--- src/include/bmsp_pkg.sv ---
// Constants shared by the boot-mode and serial pin multiplexer.
package bmsp_pkg;
	// ==================================================================
	// Widths and pin positions
	localparam int ADDR_W   = 4;
	localparam int DATA_W   = 16;
	localparam int NUM_PINS = 12;
	localparam int H_W      = 3;
	localparam int E_W      = 4;
	localparam int C_W      = 5;
	localparam int PIN_H0   = 0;
	localparam int PIN_E0   = 3;
	localparam int PIN_E1   = 4;
	localparam int PIN_E2   = 5;
	localparam int PIN_E3   = 6;
	localparam int PIN_C0   = 7;
	localparam int PIN_C1   = 8;
	localparam int PIN_C2   = 9;
	localparam int PIN_C3   = 10;
	localparam int PIN_C4   = 11;

	// ==================================================================
	// Register offsets
	localparam logic [3:0] REG_CTRL   = 4'h0;
	localparam logic [3:0] REG_H_DATA = 4'h1;
	localparam logic [3:0] REG_H_DIR  = 4'h2;
	localparam logic [3:0] REG_E_DATA = 4'h3;
	localparam logic [3:0] REG_E_DIR  = 4'h4;
	localparam logic [3:0] REG_C_DATA = 4'h5;
	localparam logic [3:0] REG_C_DIR  = 4'h6;
	localparam logic [3:0] REG_STATUS = 4'h7;
	localparam logic [3:0] REG_PINS   = 4'h8;

	// ==================================================================
	// Control fields
	localparam int CTRL_W           = 8;
	localparam int CTRL_SYNC_EN     = 0;
	localparam int CTRL_SYNC_MODE   = 1;
	localparam int CTRL_C0_FLAG     = 2;
	localparam int CTRL_C1_FLAG     = 3;
	localparam int CTRL_ASYNC0_GPIO = 4;
	localparam int CTRL_ASYNC1_GPIO = 5;
	localparam int CTRL_BOOT_DONE   = 6;
	localparam int CTRL_SOFT_RST    = 7;

	// ==================================================================
	// Status fields
	localparam int STAT_BOOT_LSB  = 0;
	localparam int STAT_BOOT_DONE = 3;
	localparam int STAT_RESET     = 4;

	// ==================================================================
	// Reset values and timing
	localparam logic [7:0]  CTRL_RST        = 8'h00;
	localparam logic [11:0] GPIO_RST        = 12'h000;
	localparam logic [2:0]  BOOT_MODE_RST   = 3'h0;
	localparam logic [7:0]  BOOT_ONEHOT_RST = 8'h01;
	localparam logic [3:0]  SOFT_RST_CYCLES = 4'hF;
endpackage

--- src/verilog/bmsp_top.sv ---
// Boot-mode strap capture and serial pin function multiplexer.
// What this block does
// RL1 - Boot straps pick one of eight modes
// RL2 - After bootstrap, straps become port H bits
// RL3 - Stay in reset while external reset low
// RL4 - Latch boot mode at external reset release
// RL5 - Reset output follows every reset source
// RL6 - Controller asserts both resets for full reset
// RL7 - Async receive pins feed their channels
// RL8 - Async transmit pins driven, may float
// RL9 - Async pins as GPIO, direction per pin
// RL10 - Sync transmit pin driven from shifter
// RL11 - Sync receive pin feeds receive shifter
// RL12 - Sync clock bidirectional, clocks tx, and clocks rx only when sync mode is set
// RL13 - Control 0: rx clock or tx1/flag0
// RL14 - Control 1: rx frame sync or tx2/flag1
// RL15 - Unused sync port pins become port C
// RL16 - Reset defaults pins; straps stay inputs
`timescale 1ns/1ns
module bmsp_top (
	input  wire logic              ref_clk,
	input  wire logic              srst,
	input  wire logic              ce,
	input  wire logic              ext_reset_n,
	input  wire logic              lvd_reset,
	input  wire logic              wdog_timeout,
	input  wire logic [3:0]        reg_addr,
	input  wire logic [15:0]       reg_wdata,
	input  wire logic              reg_we,
	input  wire logic              reg_re,
	output logic      [15:0]       reg_rdata,
	input  wire logic              boot_select_a_i,
	output logic                   boot_select_a_o,
	output logic                   boot_select_a_oe,
	input  wire logic              boot_select_b_i,
	output logic                   boot_select_b_o,
	output logic                   boot_select_b_oe,
	input  wire logic              boot_select_c_i,
	output logic                   boot_select_c_o,
	output logic                   boot_select_c_oe,
	input  wire logic              async0_rx_i,
	output logic                   async0_rx_o,
	output logic                   async0_rx_oe,
	input  wire logic              async0_tx_i,
	output logic                   async0_tx_o,
	output logic                   async0_tx_oe,
	input  wire logic              async1_rx_i,
	output logic                   async1_rx_o,
	output logic                   async1_rx_oe,
	input  wire logic              async1_tx_i,
	output logic                   async1_tx_o,
	output logic                   async1_tx_oe,
	input  wire logic              sync_tx_data_i,
	output logic                   sync_tx_data_o,
	output logic                   sync_tx_data_oe,
	input  wire logic              sync_rx_data_i,
	output logic                   sync_rx_data_o,
	output logic                   sync_rx_data_oe,
	input  wire logic              sync_serial_clock_i,
	output logic                   sync_serial_clock_o,
	output logic                   sync_serial_clock_oe,
	input  wire logic              sync_ctrl0_i,
	output logic                   sync_ctrl0_o,
	output logic                   sync_ctrl0_oe,
	input  wire logic              sync_ctrl1_i,
	output logic                   sync_ctrl1_o,
	output logic                   sync_ctrl1_oe,
	output logic                   reset_out,
	output logic      [2:0]        boot_mode,
	output logic      [7:0]        boot_mode_onehot,
	input  wire logic              eng_async0_tx,
	input  wire logic              eng_async0_tx_oe,
	input  wire logic              eng_async1_tx,
	input  wire logic              eng_async1_tx_oe,
	input  wire logic              eng_sync_tx,
	input  wire logic              eng_sync_tx_oe,
	input  wire logic              eng_sync_clk_o,
	input  wire logic              eng_sync_clk_oe,
	input  wire logic              eng_rx_clk_o,
	input  wire logic              eng_rx_clk_oe,
	input  wire logic              eng_rx_fs_o,
	input  wire logic              eng_rx_fs_oe,
	input  wire logic              eng_tx1_o,
	input  wire logic              eng_tx1_oe,
	input  wire logic              eng_tx2_o,
	input  wire logic              eng_tx2_oe,
	input  wire logic              eng_flag0_o,
	input  wire logic              eng_flag0_oe,
	input  wire logic              eng_flag1_o,
	input  wire logic              eng_flag1_oe,
	output logic                   eng_async0_rx,
	output logic                   eng_async1_rx,
	output logic                   eng_sync_rx,
	output logic                   eng_tx_clk,
	output logic                   eng_rx_clk,
	output logic                   eng_rx_fs,
	output logic                   eng_flag0,
	output logic                   eng_flag1
);
	typedef struct packed {
		logic [7:0]  ctrl;
		logic [11:0] gpio_out;
		logic [11:0] gpio_dir;
		logic [11:0] pad_o;
		logic [11:0] pad_oe;
		logic [2:0]  boot_mode;
		logic [7:0]  boot_onehot;
		logic [15:0] rdata;
		logic        async0_rx;
		logic        async1_rx;
		logic        sync_rx;
		logic        tx_clk;
		logic        rx_clk;
		logic        rx_fs;
		logic        flag0;
		logic        flag1;
	} bmsp_top_state_t;

	bmsp_top_state_t s_r;
	bmsp_top_state_t s_nxt;

	logic        in_reset;
	logic        boot_release;
	logic        soft_req;
	logic [11:0] pad_i;
	logic [11:0] fen;
	logic [11:0] fo;
	logic [11:0] foe;
	logic [11:0] idle;
	logic [11:0] po;
	logic [11:0] poe;
	logic [11:0] fi;

	function automatic logic hit(input logic [3:0] addr, input logic [3:0] off);
		hit = (addr == off);
	endfunction

	function automatic logic [7:0] mode_decode(input logic [2:0] mode);
		mode_decode = 8'(8'h01 << mode);
	endfunction

	// ==================================================================
	// Reset sources
	assign soft_req = reg_we && hit(reg_addr, bmsp_pkg::REG_CTRL)
		&& reg_wdata[bmsp_pkg::CTRL_SOFT_RST];

	bmsp_rst_ctl u_rst (
		.ref_clk       (ref_clk),
		.srst          (srst),
		.ce            (ce),
		.ext_reset_n   (ext_reset_n),
		.lvd_reset     (lvd_reset),
		.wdog_timeout  (wdog_timeout),
		.soft_req      (soft_req),
		.in_reset      (in_reset),
		.release_pulse (boot_release),
		.reset_out     (reset_out)
	);

	// ==================================================================
	// Pin function selection
	assign pad_i = {sync_ctrl1_i, sync_ctrl0_i, sync_serial_clock_i, sync_rx_data_i,
		sync_tx_data_i, async1_tx_i, async1_rx_i, async0_tx_i, async0_rx_i,
		boot_select_c_i, boot_select_b_i, boot_select_a_i};

	always_comb begin
		logic sync_en;
		logic sync_mode;
		sync_en   = s_r.ctrl[bmsp_pkg::CTRL_SYNC_EN];
		sync_mode = s_r.ctrl[bmsp_pkg::CTRL_SYNC_MODE];
		fo   = '0;
		foe  = '0;
		idle = '0;
		fen[bmsp_pkg::PIN_H0 +: bmsp_pkg::H_W] =
			{bmsp_pkg::H_W{!s_r.ctrl[bmsp_pkg::CTRL_BOOT_DONE]}}; // RL2 RL16
		fen[bmsp_pkg::PIN_E0] = !s_r.ctrl[bmsp_pkg::CTRL_ASYNC0_GPIO]; // RL9
		fen[bmsp_pkg::PIN_E1] = !s_r.ctrl[bmsp_pkg::CTRL_ASYNC0_GPIO];
		fen[bmsp_pkg::PIN_E2] = !s_r.ctrl[bmsp_pkg::CTRL_ASYNC1_GPIO];
		fen[bmsp_pkg::PIN_E3] = !s_r.ctrl[bmsp_pkg::CTRL_ASYNC1_GPIO];
		fen[bmsp_pkg::PIN_C0 +: bmsp_pkg::C_W] = {bmsp_pkg::C_W{sync_en}}; // RL15
		// Idle-high receive lines keep an unused channel from seeing a start bit.
		idle[bmsp_pkg::PIN_E0] = 1'b1; // RL7
		idle[bmsp_pkg::PIN_E2] = 1'b1;
		fo[bmsp_pkg::PIN_E1]  = eng_async0_tx; // RL8
		foe[bmsp_pkg::PIN_E1] = eng_async0_tx_oe;
		fo[bmsp_pkg::PIN_E3]  = eng_async1_tx;
		foe[bmsp_pkg::PIN_E3] = eng_async1_tx_oe;
		fo[bmsp_pkg::PIN_C0]  = eng_sync_tx; // RL10
		foe[bmsp_pkg::PIN_C0] = eng_sync_tx_oe;
		fo[bmsp_pkg::PIN_C2]  = eng_sync_clk_o; // RL12
		foe[bmsp_pkg::PIN_C2] = eng_sync_clk_oe;
		if (!sync_mode) begin
			fo[bmsp_pkg::PIN_C3]  = eng_rx_clk_o; // RL13
			foe[bmsp_pkg::PIN_C3] = eng_rx_clk_oe;
			fo[bmsp_pkg::PIN_C4]  = eng_rx_fs_o; // RL14
			foe[bmsp_pkg::PIN_C4] = eng_rx_fs_oe;
		end else begin
			fo[bmsp_pkg::PIN_C3]  = s_r.ctrl[bmsp_pkg::CTRL_C0_FLAG] ? eng_flag0_o : eng_tx1_o;
			foe[bmsp_pkg::PIN_C3] = s_r.ctrl[bmsp_pkg::CTRL_C0_FLAG] ? eng_flag0_oe
				: eng_tx1_oe; // RL13
			fo[bmsp_pkg::PIN_C4]  = s_r.ctrl[bmsp_pkg::CTRL_C1_FLAG] ? eng_flag1_o : eng_tx2_o;
			foe[bmsp_pkg::PIN_C4] = s_r.ctrl[bmsp_pkg::CTRL_C1_FLAG] ? eng_flag1_oe
				: eng_tx2_oe; // RL14
		end
	end

	for (genvar i = 0; i < bmsp_pkg::NUM_PINS; i++) begin : g_pin
		bmsp_pin_cell u_cell (
			.func_en  (fen[i]),
			.func_o   (fo[i]),
			.func_oe  (foe[i]),
			.gpio_o   (s_r.gpio_out[i]),
			.gpio_oe  (s_r.gpio_dir[i]),
			.hold_off (in_reset),
			.idle_lvl (idle[i]),
			.pad_i    (pad_i[i]),
			.pad_o    (po[i]),
			.pad_oe   (poe[i]),
			.func_i   (fi[i])
		);
	end

	// ==================================================================
	// State update and register port
	always_comb begin
		s_nxt = s_r;
		s_nxt.rdata = '0;
		if (in_reset) begin
			s_nxt.ctrl      = bmsp_pkg::CTRL_RST; // RL3 RL16
			s_nxt.gpio_out  = bmsp_pkg::GPIO_RST;
			s_nxt.gpio_dir  = bmsp_pkg::GPIO_RST;
			s_nxt.pad_o     = '0;
			s_nxt.pad_oe    = '0;
			s_nxt.async0_rx = 1'b1;
			s_nxt.async1_rx = 1'b1;
			s_nxt.sync_rx   = 1'b0;
			s_nxt.tx_clk    = 1'b0;
			s_nxt.rx_clk    = 1'b0;
			s_nxt.rx_fs     = 1'b0;
			s_nxt.flag0     = 1'b0;
			s_nxt.flag1     = 1'b0;
		end else begin
			if (reg_we) begin
				if (hit(reg_addr, bmsp_pkg::REG_CTRL)) begin
					s_nxt.ctrl = reg_wdata[bmsp_pkg::CTRL_W-1:0];
					s_nxt.ctrl[bmsp_pkg::CTRL_SOFT_RST] = 1'b0;
					// Bootstrap completion is sticky until the next reset.
					s_nxt.ctrl[bmsp_pkg::CTRL_BOOT_DONE] =
						s_r.ctrl[bmsp_pkg::CTRL_BOOT_DONE]
						| reg_wdata[bmsp_pkg::CTRL_BOOT_DONE];
				end
				if (hit(reg_addr, bmsp_pkg::REG_H_DATA)) begin
					s_nxt.gpio_out[bmsp_pkg::PIN_H0 +: bmsp_pkg::H_W] =
						reg_wdata[bmsp_pkg::H_W-1:0];
				end
				if (hit(reg_addr, bmsp_pkg::REG_H_DIR)) begin
					s_nxt.gpio_dir[bmsp_pkg::PIN_H0 +: bmsp_pkg::H_W] =
						reg_wdata[bmsp_pkg::H_W-1:0];
				end
				if (hit(reg_addr, bmsp_pkg::REG_E_DATA)) begin
					s_nxt.gpio_out[bmsp_pkg::PIN_E0 +: bmsp_pkg::E_W] =
						reg_wdata[bmsp_pkg::E_W-1:0];
				end
				if (hit(reg_addr, bmsp_pkg::REG_E_DIR)) begin
					s_nxt.gpio_dir[bmsp_pkg::PIN_E0 +: bmsp_pkg::E_W] =
						reg_wdata[bmsp_pkg::E_W-1:0]; // RL9
				end
				if (hit(reg_addr, bmsp_pkg::REG_C_DATA)) begin
					s_nxt.gpio_out[bmsp_pkg::PIN_C0 +: bmsp_pkg::C_W] =
						reg_wdata[bmsp_pkg::C_W-1:0];
				end
				if (hit(reg_addr, bmsp_pkg::REG_C_DIR)) begin
					s_nxt.gpio_dir[bmsp_pkg::PIN_C0 +: bmsp_pkg::C_W] =
						reg_wdata[bmsp_pkg::C_W-1:0];
				end
			end
			if (reg_re) begin
				unique case (reg_addr)
					bmsp_pkg::REG_CTRL:   s_nxt.rdata = {8'h00, s_r.ctrl};
					bmsp_pkg::REG_H_DATA: s_nxt.rdata = {13'h0000, s_r.gpio_out[2:0]};
					bmsp_pkg::REG_H_DIR:  s_nxt.rdata = {13'h0000, s_r.gpio_dir[2:0]};
					bmsp_pkg::REG_E_DATA: s_nxt.rdata = {12'h000, s_r.gpio_out[6:3]};
					bmsp_pkg::REG_E_DIR:  s_nxt.rdata = {12'h000, s_r.gpio_dir[6:3]};
					bmsp_pkg::REG_C_DATA: s_nxt.rdata = {11'h000, s_r.gpio_out[11:7]};
					bmsp_pkg::REG_C_DIR:  s_nxt.rdata = {11'h000, s_r.gpio_dir[11:7]};
					bmsp_pkg::REG_STATUS: s_nxt.rdata = {11'h000, reset_out,
						s_r.ctrl[bmsp_pkg::CTRL_BOOT_DONE], s_r.boot_mode};
					bmsp_pkg::REG_PINS:   s_nxt.rdata = {4'h0, pad_i};
					default:              s_nxt.rdata = '0;
				endcase
			end
			s_nxt.pad_o     = po;
			s_nxt.pad_oe    = poe;
			s_nxt.async0_rx = fi[bmsp_pkg::PIN_E0]; // RL7
			s_nxt.async1_rx = fi[bmsp_pkg::PIN_E2];
			s_nxt.sync_rx   = fi[bmsp_pkg::PIN_C1]; // RL11
			s_nxt.tx_clk    = fi[bmsp_pkg::PIN_C2]; // RL12
			s_nxt.rx_clk    = s_r.ctrl[bmsp_pkg::CTRL_SYNC_MODE] ? fi[bmsp_pkg::PIN_C2]
				: fi[bmsp_pkg::PIN_C3]; // RL12 RL13
			s_nxt.rx_fs     = !s_r.ctrl[bmsp_pkg::CTRL_SYNC_MODE] && fi[bmsp_pkg::PIN_C4];
			s_nxt.flag0     = s_r.ctrl[bmsp_pkg::CTRL_SYNC_MODE]
				&& s_r.ctrl[bmsp_pkg::CTRL_C0_FLAG] && fi[bmsp_pkg::PIN_C3];
			s_nxt.flag1     = s_r.ctrl[bmsp_pkg::CTRL_SYNC_MODE]
				&& s_r.ctrl[bmsp_pkg::CTRL_C1_FLAG] && fi[bmsp_pkg::PIN_C4]; // RL14
		end
		// Straps are sampled in the first cycle with the external reset released.
		if (boot_release) begin
			s_nxt.boot_mode   = pad_i[bmsp_pkg::PIN_H0 +: bmsp_pkg::H_W]; // RL4
			s_nxt.boot_onehot = mode_decode(pad_i[bmsp_pkg::PIN_H0 +: bmsp_pkg::H_W]); // RL1
		end
	end

	always_ff @(posedge ref_clk) begin
		if (srst) begin
			s_r <= '0;
			s_r.boot_mode   <= bmsp_pkg::BOOT_MODE_RST;
			s_r.boot_onehot <= bmsp_pkg::BOOT_ONEHOT_RST;
			s_r.async0_rx   <= 1'b1;
			s_r.async1_rx   <= 1'b1;
		end else if (ce) begin
			s_r <= s_nxt;
		end
	end

	// ==================================================================
	// Outputs
	assign reg_rdata            = s_r.rdata;
	assign boot_mode            = s_r.boot_mode;
	assign boot_mode_onehot     = s_r.boot_onehot;
	assign {sync_ctrl1_o, sync_ctrl0_o, sync_serial_clock_o, sync_rx_data_o,
		sync_tx_data_o, async1_tx_o, async1_rx_o, async0_tx_o, async0_rx_o,
		boot_select_c_o, boot_select_b_o, boot_select_a_o} = s_r.pad_o;
	assign {sync_ctrl1_oe, sync_ctrl0_oe, sync_serial_clock_oe, sync_rx_data_oe,
		sync_tx_data_oe, async1_tx_oe, async1_rx_oe, async0_tx_oe, async0_rx_oe,
		boot_select_c_oe, boot_select_b_oe, boot_select_a_oe} = s_r.pad_oe;
	assign eng_async0_rx        = s_r.async0_rx;
	assign eng_async1_rx        = s_r.async1_rx;
	assign eng_sync_rx          = s_r.sync_rx;
	assign eng_tx_clk           = s_r.tx_clk;
	assign eng_rx_clk           = s_r.rx_clk;
	assign eng_rx_fs            = s_r.rx_fs;
	assign eng_flag0            = s_r.flag0;
	assign eng_flag1            = s_r.flag1;
endmodule

--- src/verilog/bmsp_pin_cell.sv ---
// One multiplexed pad: peripheral function or general purpose bit.
`timescale 1ns/1ns
module bmsp_pin_cell (
	func_en,
	func_o,
	func_oe,
	gpio_o,
	gpio_oe,
	hold_off,
	idle_lvl,
	pad_i,
	pad_o,
	pad_oe,
	func_i
);
	input  wire logic func_en;
	input  wire logic func_o;
	input  wire logic func_oe;
	input  wire logic gpio_o;
	input  wire logic gpio_oe;
	input  wire logic hold_off;
	input  wire logic idle_lvl;
	input  wire logic pad_i;
	output logic      pad_o;
	output logic      pad_oe;
	output logic      func_i;

	// A deselected function sees its idle level so it never reacts to GPIO traffic.
	assign pad_o  = func_en ? func_o : gpio_o;
	assign pad_oe = !hold_off && (func_en ? func_oe : gpio_oe);
	assign func_i = func_en ? pad_i : idle_lvl;
endmodule

--- src/verilog/bmsp_rst_ctl.sv ---
// Reset source combiner, soft reset stretcher and release detector.
`timescale 1ns/1ns
module bmsp_rst_ctl (
	input  wire logic ref_clk,
	input  wire logic srst,
	input  wire logic ce,
	input  wire logic ext_reset_n,
	input  wire logic lvd_reset,
	input  wire logic wdog_timeout,
	input  wire logic soft_req,
	output logic      in_reset,
	output logic      release_pulse,
	output logic      reset_out
);
	typedef struct packed {
		logic       ext_n_prev;
		logic [3:0] stretch;
		logic       rst_out;
	} bmsp_rst_state_t;

	bmsp_rst_state_t s_r;
	bmsp_rst_state_t s_nxt;

	// ==================================================================
	// Reset combination
	assign in_reset = !ext_reset_n || lvd_reset || wdog_timeout || soft_req
		|| (s_r.stretch != 4'h0); // RL3 RL5
	// The previous level resets low so a power-on release also captures the straps.
	assign release_pulse = ext_reset_n && !s_r.ext_n_prev; // RL4
	assign reset_out = s_r.rst_out;

	always_comb begin
		s_nxt = s_r;
		s_nxt.ext_n_prev = ext_reset_n;
		if (soft_req) begin
			s_nxt.stretch = bmsp_pkg::SOFT_RST_CYCLES;
		end else if (s_r.stretch != 4'h0) begin
			s_nxt.stretch = 4'(s_r.stretch - 4'h1);
		end
		s_nxt.rst_out = in_reset; // RL5
	end

	always_ff @(posedge ref_clk) begin
		if (srst) begin
			s_r <= '{ext_n_prev: 1'b0, stretch: 4'h0, rst_out: 1'b1};
		end else if (ce) begin
			s_r <= s_nxt;
		end
	end
endmodule

--- config.mk ---
export PLATFORM = sky130hd
export DESIGN_NAME = bmsp_top
export DESIGN_NICKNAME = d
export VERILOG_FILES = /design/src/include/bmsp_pkg.sv /design/src/verilog/bmsp_top.sv /design/src/verilog/bmsp_pin_cell.sv /design/src/verilog/bmsp_rst_ctl.sv
export SDC_FILE = /design/constraint.sdc
export NUM_CORES = 1
export LEC_CHECK = 0
export ABC_AREA = 1
export ABC_CLOCK_PERIOD_IN_PS = 2900
export BUFFER_PORTS_ARGS = -buffer_cell sky130_fd_sc_hd__buf_4
export CAP_MARGIN = 15
export CORE_MARGIN = 2
export CORE_UTILIZATION = 35
export CTS_CLUSTER_SIZE = 16
export DETAILED_ROUTE_END_ITERATION = 10
export GPL_TIMING_DRIVEN = 0
export PLACE_DENSITY_LB_ADDON = 0.05
export SETUP_SLACK_MARGIN = 0.5
export SLEW_MARGIN = 20
export SYNTH_ARGS = -nofsm -noshare
export SYNTH_HDL_FRONTEND = slang
export SYNTH_HIERARCHICAL = 1
export SYNTH_SLANG_ARGS = --single-unit
--- constraint.sdc ---
create_clock -name ref_clk -period 2.9 [get_ports ref_clk]
set_input_delay 0.58 -clock ref_clk [delete_from_list [all_inputs] [get_ports ref_clk]]
set_output_delay 0.58 -clock ref_clk [all_outputs]
set_load 0.01 [all_outputs]
* After elaboration in Yosys (flattened, before gate mapping)
Cells that the tools add are included.
** Storage, ports and cells
- Register bits :: 97
- RAM bits :: 0
- Memories kept :: 0
- Bits in read-only memories :: 0
- Latch bits :: 0
** Operators by class
- $lt $le $gt $ge :: 0
- Shift-type cells :: 1
- Add/subtract/negate cells :: 1
- Bitwise gates (word level) :: 1
- Equal/unequal tests :: 8
- Div/mod/pow operators :: 0
- Muxes and demuxes :: 52
- $mul :: 0
- Reduce and logical (&&, ||, !) cells :: 48
** Operators with widths (number)
- case mux 12 bit (9 select lines) :: 1
- two-way mux 56 bit :: 1
- two-way mux 1 bit :: 35
- two-way mux 16 bit :: 2
- two-way mux 32 bit :: 1
- AND reduction 3 bit :: 7
- logical AND 1 bit :: 20
- nonzero test 2 bit :: 9
- == test 4 x 3 -> 1 bit, second input constant :: 4
- two-way mux 4 bit :: 4
- two-way mux 8 bit :: 2
- two-way mux 5 bit :: 2
- == test 4 x 2 -> 1 bit, second input constant :: 2
- << shifter 1 x 3 -> 8 bit, first input constant :: 1
- two-way mux 3 bit :: 2
- == test 4 x 1 -> 1 bit, second input constant :: 1
- == test 4 bit, second input constant :: 1
- zero test 1 bit :: 4
- zero test 4 bit :: 1
- logical OR 1 bit :: 4
- two-way mux 2 bit :: 2
- AND reduction 2 bit :: 2
- nonzero test 4 bit :: 1
- subtractor 4 x 1 -> 4 bit, second input constant :: 1
- bitwise OR 1 bit :: 1

* Logic depth before layout (Yosys ltp)
Gate-level depths: netlist of run 1.
- Word-level depth :: 8
- Mapped depth :: 13
- Depth with buffers taken out :: 12

* Hierarchy
Netlist of run 1, hierarchy kept.
** Modules (own cells, without submodules)
- bmsp_top :: sequential area each 1721.7 um2, area an instance 3812.4 um2, cells each 515, instances 1
- bmsp_pin_cell :: sequential area each 0.0 um2, area an instance 47.5 um2, cells each 12, instances 12
- bmsp_rst_ctl :: sequential area each 120.1 um2, area an instance 327.8 um2, cells each 51, instances 1

* Worst setup path after synthesis of run 1
OpenSTA, ideal clock, no wires.
- Kind :: in2reg
- From :: input port reg_addr[1]
- To :: register s_r (netlist bit reg_rdata[4])
- Setup slack :: 0.627 ns
- Arrival time :: 2.202 ns
- Path buffers :: 0
- Data required time :: 2.830 ns
- Library setup time :: 0.070 ns
- Stages :: 12
- Cell sequence :: nor2_1 -> nand2_2 -> inv_2 -> nand2_4 -> nor2_1 -> nor2_1 -> nand4_1 -> nor2_1 -> nand2_1 -> a21oi_4 -> o21ai_1 -> a21oi_1
** On the way
- Word-level cells in the longest chain between the ends :: 6
** Ends and longest elaborated chain
- start, declared :: RTL line bmsp_top.sv:27 : input wire logic [3:0] reg_addr,
- zero test 4 bit :: RTL line bmsp_top.sv:135 : hit = (addr == off);
- logical AND 1 bit :: RTL line bmsp_top.sv:144 : assign soft_req = reg_we && hit(reg_addr, bmsp_pkg::REG_CTRL)
- logical AND 1 bit :: RTL line bmsp_top.sv:145 : && reg_wdata[bmsp_pkg::CTRL_SOFT_RST];
- net soft_req :: RTL line bmsp_top.sv:124 : logic soft_req;
- logical OR 1 bit :: RTL line bmsp_rst_ctl.sv:26 : assign in_reset = !ext_reset_n || lvd_reset || wdog_timeout || soft_req
- logical OR 1 bit :: RTL line bmsp_rst_ctl.sv:27 : || (s_r.stretch != 4'h0);
- net in_reset :: RTL line bmsp_top.sv:122 : logic in_reset;
- two-way mux 16 bit :: RTL line bmsp_top.sv:228 : if (in_reset) begin
- end signal, assigned :: RTL line bmsp_top.sv:321 : s_r <= s_nxt;
- end, declared :: RTL line bmsp_top.sv:119 : bmsp_top_state_t s_r;
The timed path passes the listed nets, and every way through them passes these cells.
A chain may end at the register's enable or synchronous reset.

* Worst setup path in the final report of run 1
- From :: input port reg_addr[3]
- To :: register s_r (netlist bit sync_ctrl1_oe)
** On the way
- Word-level cells in the longest chain between the ends :: 8
** Ends and longest elaborated chain
- zero test 4 bit * :: RTL line bmsp_top.sv:135
- logical AND 1 bit * :: RTL line bmsp_top.sv:144
- logical AND 1 bit * :: RTL line bmsp_top.sv:145
- net soft_req :: RTL line bmsp_top.sv:124
- logical OR 1 bit * :: RTL line bmsp_rst_ctl.sv:26
- logical OR 1 bit * :: RTL line bmsp_rst_ctl.sv:27
- net in_reset :: RTL line bmsp_top.sv:122
- zero test 1 bit :: RTL line bmsp_pin_cell.sv:30 : assign pad_oe = !hold_off && (func_en ? func_oe : gpio_oe);
- logical AND 1 bit :: RTL line bmsp_pin_cell.sv:30
- two-way mux 56 bit * :: RTL line bmsp_top.sv:228
The timed path passes the listed nets; every way through them passes the cells marked *.

==> results of run 1 <==
cell usage in the layout (no fill, tap or decap), types with 2 or more instances in the layout:
master	count
buf_6	2
nor2_1	62
a22oi_1	10
buf_2	3
nand3_1	48
clkbuf_16	9
conb_1	22
inv_6	3
a21oi_1	77
o21ai_0	55
nor2_4	4
o21ai_1	6
nor2_2	3
dfxtp_1	92
ha_1	2
nor3_1	2
inv_2	6
o22ai_1	2
nand2_2	9
nand2_1	179
nand4_1	3
clkinvlp_4	2
inv_1	69
buf_4	140
clkbuf_1	15
worst max-delay path, cell delays in order:
cell	delay, ns
buf_4	0.15
nor2_4	0.07
nand2_2	0.10
inv_2	0.08
nand2_4	0.08
nor2_1	0.07
nor2_1	0.14
nand4_1	0.29
nor2_4	0.25
buf_4	0.22
buf_2	0.24
nand2_1	0.11
a21oi_1	0.12
final cells by class:
cell class,count,share of cell area (%)
plain buffers,50,5.19
clock buffers,9,3.69
clock inverters,7,1.35
inverters,76,4.68
multi-input cells,494,37.6
flip-flops and latches,92,30.2
well taps,176,3.61
repair buffers,111,13.7
per-layer routing:
layer  wire [µm]  part of all wire [%]
met4         337                   2.4
met5           0                     0
met2        6860                    48
met1        6540                    46
met3         539                   3.8
what timing repair did:
action	CTS	global route
buffers inserted	3	1
hold buffers	0	0
cloned	0	0
gates resized for setup	0	10
pin swaps	1	1
setup endpoints to repair	75	42
where the power goes:
| group | total (W) | internal, W | switching [W] | leakage, nW |
|---|---|---|---|---|
| registers | 0.00143 | 0.00134 | 0.0000817 | 0.748 |
| logic | 0.000693 | 0.000265 | 0.000427 | 1.91 |
| clock network | 0.00124 | 0.000684 | 0.000555 | 0.145 |
how the worst max path moves through the flow:
stage / start / endpoint / slack (ns) / cells after the start
2_1_floorplan: reg_addr[1] / reg_rdata[4] / 0.63 / 12
3_3_place_gp: reg_addr[3] / sync_ctrl1_oe / -0.48 / 13
3_5_place_dp: reg_addr[3] / sync_ctrl1_oe / -0.49 / 13
4_1_cts: reg_addr[3] / s_r[73] / 0.53 / 13
5_1_grt: reg_addr[3] / sync_ctrl1_oe / 0.47 / 13
6_report: reg_addr[3] / sync_ctrl1_oe / 0.65 / 13
metrics by stage:
stage / utilization (%) / TNS (ns) / hold WS, ns
final: 46.6 / 0 / 0.465
after global routing: 46.6 / 0 / 0.463
after CTS: 46.3 / 0 / 0.456
after detailed placement: 43.8 / -23.62 / 0.459
after global placement: 43.8 / -22.23 / 0.456
after floorplan: - / 0 / 0.446
flip-flops by register name (all words and copies together) (netlist names), 3 cells and up:
name	count
reg_rdata	12
u_rst/s_r	5
s_r	30
boot_mode	3
boot_mode_onehot	8
==> metrics.txt, run 1 <==
arrival time at the worst endpoint 2.53 ns; Antenna diodes 0; Worst Skew 0.00871 ns; pwr/cell area 551 nW/µm²; synthesized area 4640 µm²; RSZ-0062 raised after global routing yes; Hold Path Depth 2; Clk pin slew, worst setup/hold paths 0.07 ns; Setup WS pre-CTS -0.489 ns; Non-Filler Instances 1015; crit end category flip-flop; DR WL/cell ~14 µm; CTS buffer count 9; multi-input logic area 2290 µm²; Worst Path Required approximately 3.2 ns; DRT iter0 DRCs 240; number of nets still failing antenna checks after routing 0; total wire length 14.3 mm; CTS root buffer clkbuf_16; gpl congestion 0.821; Port Buffers 107; Sink Count 92; total power draw 0.00336 W; Avg Inst Size Synth about 6.7 µm²; H-tree Lvls 3; number of max-cap violations 0; final hold vios 0; vias in the first global route 4416; Hold Path Sink u_rst/s_r[4]; gr ovfl total 0; vias per inst 4.71; peak supply drop roughly 0.25 mV; status finished, final reports clean; Cell Rows 42; Rel. slew slack between 30% and 40%; via count 4777; DIE AREA 14200 µm²; Final Setup Violations 0; Max FO, Critical Path 10; worst reg2reg path depth 10; flop2flop setup slack slightly above 0.8 ns; Clock Latency Late Sink 0.35 ns; Detail Placement HPWL 11.0 mm; DR pass1 iterations 5; CTS tree done; fmax 445 MHz; met3 usage about 3.4%; P_leak approximately 2.8 nW; fillcell total roughly 1400; met1 GRT Util 26.9%; Startpoint Class input pin; pin count of the biggest net entering global routing 31; Core Footprint 13100 µm²; crit path kind in -> reg; Slew Limit Fails 0; Final Instance Area 6100 µm²; Sequential cell area about 1800 µm²; Syn. warnings 6; worst-case clock buffer depth 2; DP Area 5730 µm²; GRT Max-Usage Layer met2; proportion of layout cells with a drive suffix above 1 between 20% and 30%; post-route setup slack 0.652 ns; gr usage total roughly 21%; Min-Delay Path Class in -> reg; I/O Pins 120; Post-Syn Instances between 600 and 700; die width 119 µm; global-route wire length before repair between 20 and 25 mm; met2 GRT Util 33.6%; reg-to-reg endpoint sync_ctrl1_oe; final net count 896; Final period util 77.5%; worst slew pin tran 0.982 ns; Area Overhead vs Synth 31.5%; initial cell density of the core 35.4%; initial antenna violation count 0; Post-route DRC 0; min Tclk post-route 2.25 ns; Die Ht 119 µm; dpl cells 995; worst hold path startpoint srst; FF-to-FF Start u_rst/s_r[1]
Power figures use the tool's default switching activity.
==> inputs of run 2 (changes only) <==
ABC_CLOCK_PERIOD_IN_PS = 1800   (was 2900)
clock period = 1.8 ns   (was 2.9 ns; I/O delays follow)
==> run 2 against run 1 <==
Effect of this change: die area is the same; routed wire length grew 4.5%; critical endpoint is now async1_rx_o; largest power group unchanged; worst hold slack lost 0.22 ns; clock power grew 52%; power grew 76%; highest routed layer unchanged; global-route usage grew 0.42 points.
==> metrics.txt, run 2 (synthesis results as in run 1) <==
Worst Path Required 2.08 ns (was 3.18 ns); pin count of the biggest net entering global routing 31 (unchanged); Final Instance Area 7070 µm² (was 6100 µm²); most frequent cells in the layout nand2_1, buf_4, dfxtp_1, inv_1, nor2_1 (was nand2_1, buf_4, dfxtp_1, a21oi_1, inv_1); Antenna diodes 0 (unchanged); arrival time at the worst endpoint 2.04 ns (was 2.53 ns); DP Area 5770 µm² (was 5730 µm²); Seq pwr share 39.4% (was 42.5%); peak supply drop 0.501 mV (was 0.250 mV); via count 4922 (was 4777); Largest Register s_r (unchanged); Rel. slew slack 46.6% (was 34.4%); worst-case clock buffer depth 2 (unchanged); initial antenna violation count 0 (unchanged); DR WL/cell 14.3 µm (was 14.1 µm); total wire length 14.9 mm (was 14.3 mm); Cell Rows 42 (unchanged); Non-Filler Instances 1043 (was 1015); Final Setup Violations 0 (unchanged); Min-Delay Path Class in -> reg (unchanged); CTS tree done (unchanged); vias in the first global route 4601 (was 4416); die width 119 µm (unchanged); Post-route DRC 0 (unchanged); crit end category flip-flop (unchanged); CTS root buffer clkbuf_16 (unchanged); Clk pin slew, worst setup/hold paths 0.06 ns (was 0.07 ns); Switching Share 31.9% (was 31.7%); DIE AREA 14200 µm² (unchanged); I/O Pins 120 (unchanged); CTS buffer count 9 (unchanged); CTS Hold Bufs 0 (unchanged); global-route wire length before repair 23.4 mm (was 22.7 mm); most common cell after layout, fill and taps aside nand2_1 (unchanged); pwr/cell area 833 nW/µm² (was 551 nW/µm²); final net count 925 (was 896); max reg flops 30 (unchanged); Startpoint Class flip-flop (was input pin); final hold vios 0 (unchanged); dpl cells 995 (unchanged); Core Footprint 13100 µm² (unchanged); RSZ-0062 raised after global routing yes (unchanged); H-tree Lvls 3 (unchanged); number of nets still failing antenna checks after routing 0 (unchanged); Logic pwr share 28.5% (was 20.6%); DR pass1 iterations 4 (was 5); fmax 570 MHz; DRT iter0 DRCs 350 (was 240); Slew Limit Fails 0 (unchanged); proportion of layout cells with a drive suffix above 1 38.4% (was 22.9%); Setup WS pre-CTS -1.30 ns (was -0.489 ns); Area Overhead vs Synth 52.6% (was 31.5%); post-route setup slack 0.0446 ns (was 0.652 ns); Setup TNS 0 ns (unchanged); Sink Count 92 (unchanged); gr usage total 20.9% (was 20.5%); Die Ht 119 µm (unchanged); Port Buffers 107 (unchanged); crit path kind reg -> reg (was in -> reg); Clock power frac 32.1% (was 36.9%); gr ovfl total 0 (unchanged); number of max-cap violations 0 (unchanged); Max FO, Critical Path 5 (was 10); Psw 0.00188 W (was 0.00106 W); worst slew pin tran 0.801 ns (was 0.982 ns); status finished, final reports clean (unchanged); Util after Layout 54.1% (was 46.6%); Detail Placement HPWL 10.9 mm (was 11.0 mm); gpl congestion 0.868 (was 0.821); Internal 0.00402 W (was 0.00229 W); initial cell density of the core 35.4% (unchanged); vias per inst 4.72 (was 4.71); Final period util 97.5%; min Tclk post-route 1.76 ns; Worst Skew 0.00475 ns (was 0.00871 ns); P_leak 3.19 nW (was 2.81 nW); Clock Latency Late Sink 0.35 ns (about the same)
-- run 2: cell count changes in the layout (fill, tap and decap cells not counted), moves of 12 or more --
cell	delta
o21ai_2	+19
o21ai_0	-22
dfxtp_2	+12
a21oi_1	-31
nand2_1	-20
nand2_4	+13
dfxtp_1	-12
a21oi_2	+31
buf_6	+18
-- run 2: timing repair --
item / CTS / global route
endpoints found under the setup margin: 82 / 92
resized for setup: 101 / 105
cloned: 3 / 1
buffers inserted: 20 / 9
pin swaps: 20 / 38
-- run 2: layout make-up --
cell class	instances	area (µm²)
multi-input combinational	495	2870
timing repair buffer	139	1170
buffer	50	360
inverter	76	303
fill	1320	6010
tap	176	220
clock inverter	4	50.0
sequential	92	1860
clock buffer	11	243
-- run 2: power groups by stage --
stage | sequential, W | clock, W | combinational, W
global route | 0.00234 | 0.00202 | 0.00184
floorplan | 0.00230 | 0 | 0.000747
detailed placement | 0.00234 | 0 | 0.00111
finish | 0.00232 | 0.00189 | 0.00168
global placement | 0.00234 | 0 | 0.00108
CTS | 0.00231 | 0.00193 | 0.00149
-- run 2: critical path: stages, from the launching register on --
cell	delay (ns)
dfxtp_2	0.32
inv_2	0.08
ha_4	0.13
inv_2	0.03
nor2_4	0.07
nand4_1	0.13
buf_6	0.16
nor2_4	0.18
buf_6	0.18
buf_12	0.11
buf_16	0.12
nand2_4	0.04
a21oi_2	0.12
-- run 2: metrics by stage --
stage | total power (W) | hold slack, ns
after global routing | 0.00620 | 0.251
after floorplan | 0.00305 | 0.429
after global placement | 0.00342 | 0.454
final | 0.00589 | 0.245
after detailed placement | 0.00346 | 0.457
after CTS | 0.00573 | 0.239
-- run 2: final timing paths --
check                                    end  slack [ns]          from  cells after the start
worst max-delay path             async1_rx_o        0.04  u_rst/s_r[2]                     12
worst min-delay path            u_rst/s_r[2]        0.25          srst                      2
worst max register to register   async1_rx_o        0.04  u_rst/s_r[2]                     12
worst min register to register  reg_rdata[6]        0.47  reg_rdata[6]                      2
-- run 2: routing by layer --
metal / up-vias / track usage (%) / share of wire [%]
met2: 113 / 34.6 / 49
met4: 0 / 7.96 / 1.6
met1: 2258 / 27.3 / 45
li1: 2535 / - / -
met5: - / 0 / 0
met3: 16 / 3.64 / 4.0
==> inputs of run 3 (changes only) <==
SYNTH_HIERARCHICAL = not set   (was 1)
==> run 3 against run 2 <==
Effect of this change: setup slack better by 0.090 ns; global-route usage increased by 1.9 points; clock power decreased by 5%; sequential cell count unchanged; largest cell class unchanged; highest routed layer unchanged; critical path type unchanged.
==> metrics.txt, run 3 <==
Synth Register Bits 92; CTS root buffer clkbuf_16 (unchanged); proportion of layout cells with a drive suffix above 1 30.7% (was 38.4%); Post-Syn Instances 638 (was 692); Area contributors post-synth dfxtp_1, nand2_1, nand3_1, a21oi_1, nor2_1; Area Overhead vs Synth 37.5% (was 52.6%); count of cell types in the netlist 28; global-route wire length before repair 23.1 mm (was 23.4 mm); critical path's slowest cell dfxtp_2 (unchanged); pwr/cell area 831 nW/µm² (was 833 nW/µm²); final hold vios 0 (unchanged); gpl congestion 0.928 (was 0.868); Post-route DRC 0 (unchanged); CTS buffer count 9 (unchanged); Psw 0.00150 W (was 0.00188 W); Worst Path Required 2.07 ns (was 2.08 ns); min Tclk post-route 1.67 ns (was 1.76 ns); Worst Skew 0.00751 ns (was 0.00475 ns); fmax 600 MHz (was 570 MHz); crit path kind reg -> reg (unchanged); Detail Placement HPWL 11.3 mm (was 10.9 mm); total wire length 15.1 mm (was 14.9 mm); Largest Register s_r (unchanged); number of nets still failing antenna checks after routing 0 (unchanged); vias per inst 4.86 (was 4.72); DR pass1 iterations 5 (was 4); Avg Inst Size Synth 6.98 µm² (was 6.70 µm²); P_leak 2.62 nW (was 3.19 nW); synth cell count leaders nand2_1, dfxtp_1, nand3_1, a21oi_1, nor2_1; initial cell density of the core 35.6% (was 35.4%); Internal 0.00359 W (was 0.00402 W); via count 4602 (was 4922); crit end category flip-flop (unchanged); Slew Limit Fails 0 (unchanged); most frequent cells in the layout nand2_1, buf_4, dfxtp_1, nand3_1, a21oi_1 (was nand2_1, buf_4, dfxtp_1, inv_1, nor2_1); flop2flop setup slack 0.13 ns (was 0.04 ns); Final Instance Area 6130 µm² (was 7070 µm²); max reg flops 30 (unchanged); peak supply drop 0.500 mV (was 0.501 mV); Core Footprint 12500 µm² (was 13100 µm²); DIE AREA 13600 µm² (was 14200 µm²); synthesized area 4460 µm² (was 4640 µm²); share of the synthesized area in the top cell type 41.3%; most common cell after layout, fill and taps aside nand2_1 (unchanged); Rel. slew slack 46.2% (was 46.6%); gr usage total 22.8% (was 20.9%); Final Setup Violations 0 (unchanged); Syn. warnings 0 (was 6); Sink Count 92 (unchanged); Clock Latency Late Sink 0.35 ns (about the same); arrival time at the worst endpoint 1.94 ns (was 2.04 ns); DP Area 5510 µm² (was 5770 µm²); H-tree Lvls 3 (unchanged); Cell Rows 41 (was 42); Antenna diodes 0 (unchanged); Port Buffers 107 (unchanged); worst hold margin 0.271 ns (was 0.245 ns); initial antenna violation count 0 (unchanged); CTS tree done (unchanged); Die Ht 117 µm (was 119 µm); Logic pwr share 21.9% (was 28.5%); Switching Share 29.5% (was 31.9%); Max FO, Critical Path 5 (unchanged); Clock power frac 35.5% (was 32.1%); Startpoint Class flip-flop (unchanged); most frequent CP cell inv_2; Min-Delay Path Class in -> reg (unchanged); Util after Layout 49.0% (was 54.1%); DRT iter0 DRCs 403 (was 350); CP cell instances inv_2 > ha_4 > inv_2 > nor3_4 > nand3_4 > nor2_4 > buf_8 > nand3_1 > a21oi_1 (was inv_2 > ha_4 > inv_2 > nor2_4 > nand4_1 > buf_6 > nor2_4 > buf_6 > buf_12 > buf_16 > nand2_4 > a21oi_2); post-route setup slack 0.134 ns (was 0.0446 ns); Main synth FF type dfxtp_1; gr ovfl total 0 (unchanged); final net count 833 (was 925); number of max-cap violations 0 (unchanged); EDFF count, synth 0; worst slew pin tran 0.806 ns (was 0.801 ns); Final period util 92.5% (was 97.5%); register area share after synthesis 41.3%; Clk pin slew, worst setup/hold paths 0.07 ns (was 0.06 ns); CP max stage delay 0.32 ns (about the same); vias in the first global route 4244 (was 4601); DR WL/cell 16.0 µm (was 14.3 µm); Post-synth ARST share 0%; die width 117 µm (was 119 µm); area leader, netlist dfxtp_1; pin count of the biggest net entering global routing 14 (was 31); worst-case clock buffer depth 2 (unchanged); status finished, final reports clean (unchanged); fillcell total 1327 (was 1320); Seq pwr share 42.6% (was 39.4%); Setup TNS 0 ns (unchanged); CTS Hold Bufs 0 (unchanged); Setup WS pre-CTS -0.145 ns (was -1.30 ns); dominant cell by count in the synthesized netlist nand2_1; RSZ-0062 raised after global routing yes (unchanged); I/O Pins 120 (unchanged)
==> run 3: cell types whose count changed in the layout (fill, tap and decap cells not counted), moves of 12 or more <==
cell	previous run	this run
a21oi_2	32	2
inv_1	61	49
conb_1	22	4
o21ai_0	33	13
nand3_1	44	75
buf_6	20	7
a21oi_1	46	71
nand2_4	14	1
o21ai_2	20	3
==> run 3: area by class of cell <==
class / instances / area [µm²] / share of cell area [%]
inverters: 55 / 211 / 3.45
flip-flops and latches: 92 / 1860 / 30.3
clock buffers: 13 / 260 / 4.25
repair buffers: 119 / 952 / 15.5
plain buffers: 52 / 352 / 5.74
multi-input cells: 442 / 2270 / 37.0
clock inverters: 2 / 10.0 / 0.163
well taps: 172 / 215 / 3.51
==> run 3: cell families after synthesis <==
logic type      share of synthesized area, %
buf+inv                                 11.9
flops                                   41.3
mux                                     1.01
fa+ha+maj                              0.562
compound gates                          13.3
other cells                           0.0842
xor+xnor                               0.393
simple gates                            31.5
==> run 3: power groups by stage <==
| stage | clock, W | combinational (W) | sequential [W] |
|---|---|---|---|
| floorplan | 0 | 0.000515 | 0.00220 |
| global placement | 0 | 0.000792 | 0.00221 |
| detailed placement | 0 | 0.000804 | 0.00221 |
| CTS | 0.00182 | 0.00104 | 0.00217 |
| global route | 0.00191 | 0.00122 | 0.00217 |
| finish | 0.00180 | 0.00112 | 0.00217 |
==> run 3: final timing paths <==
check                 startpoint            to  cells after the start
hold / removal    sync_tx_data_i  reg_rdata[7]                      3
setup / recovery    u_rst.s_r[1]   eng_sync_rx                      9
setup reg to reg    u_rst.s_r[1]   eng_sync_rx                      9
hold reg to reg     reg_rdata[6]  reg_rdata[6]                      2
==> run 3: critical path: cells and delay by family (launching register included) <==
kind / cells / cell delay (ns)
buffers and inverters: 3 / 0.31
and+or+nand+nor: 4 / 0.68
AOI/OAI and AO/OA: 1 / 0.14
DFF: 1 / 0.32
adders and majority gates: 1 / 0.13
==> run 3: timing repair <==
item                                    CTS  global route
gates resized for setup                  29            38
endpoints found under the setup margin   85            98
pin swaps                                 7             8
cloned                                    1             0
buffers inserted                         11             0
hold endpoints to repair                  0             0
==> run 3: metrics by stage <==
stage	total power [W]	std cells
floorplan	0.00271	641
global placement	0.00300	920
detailed placement	0.00301	920
CTS	0.00504	947
global route	0.00530	947
finish	0.00509	947
==> run 3: layer usage <==
metal  GRT usage (%)  up-vias  wire length, µm
met1            31.9     2123             7250
li1                -     2323                -
met5               0        -                0
met3            3.71       23              775
met2            34.6      133             6650
met4            10.2        0              449
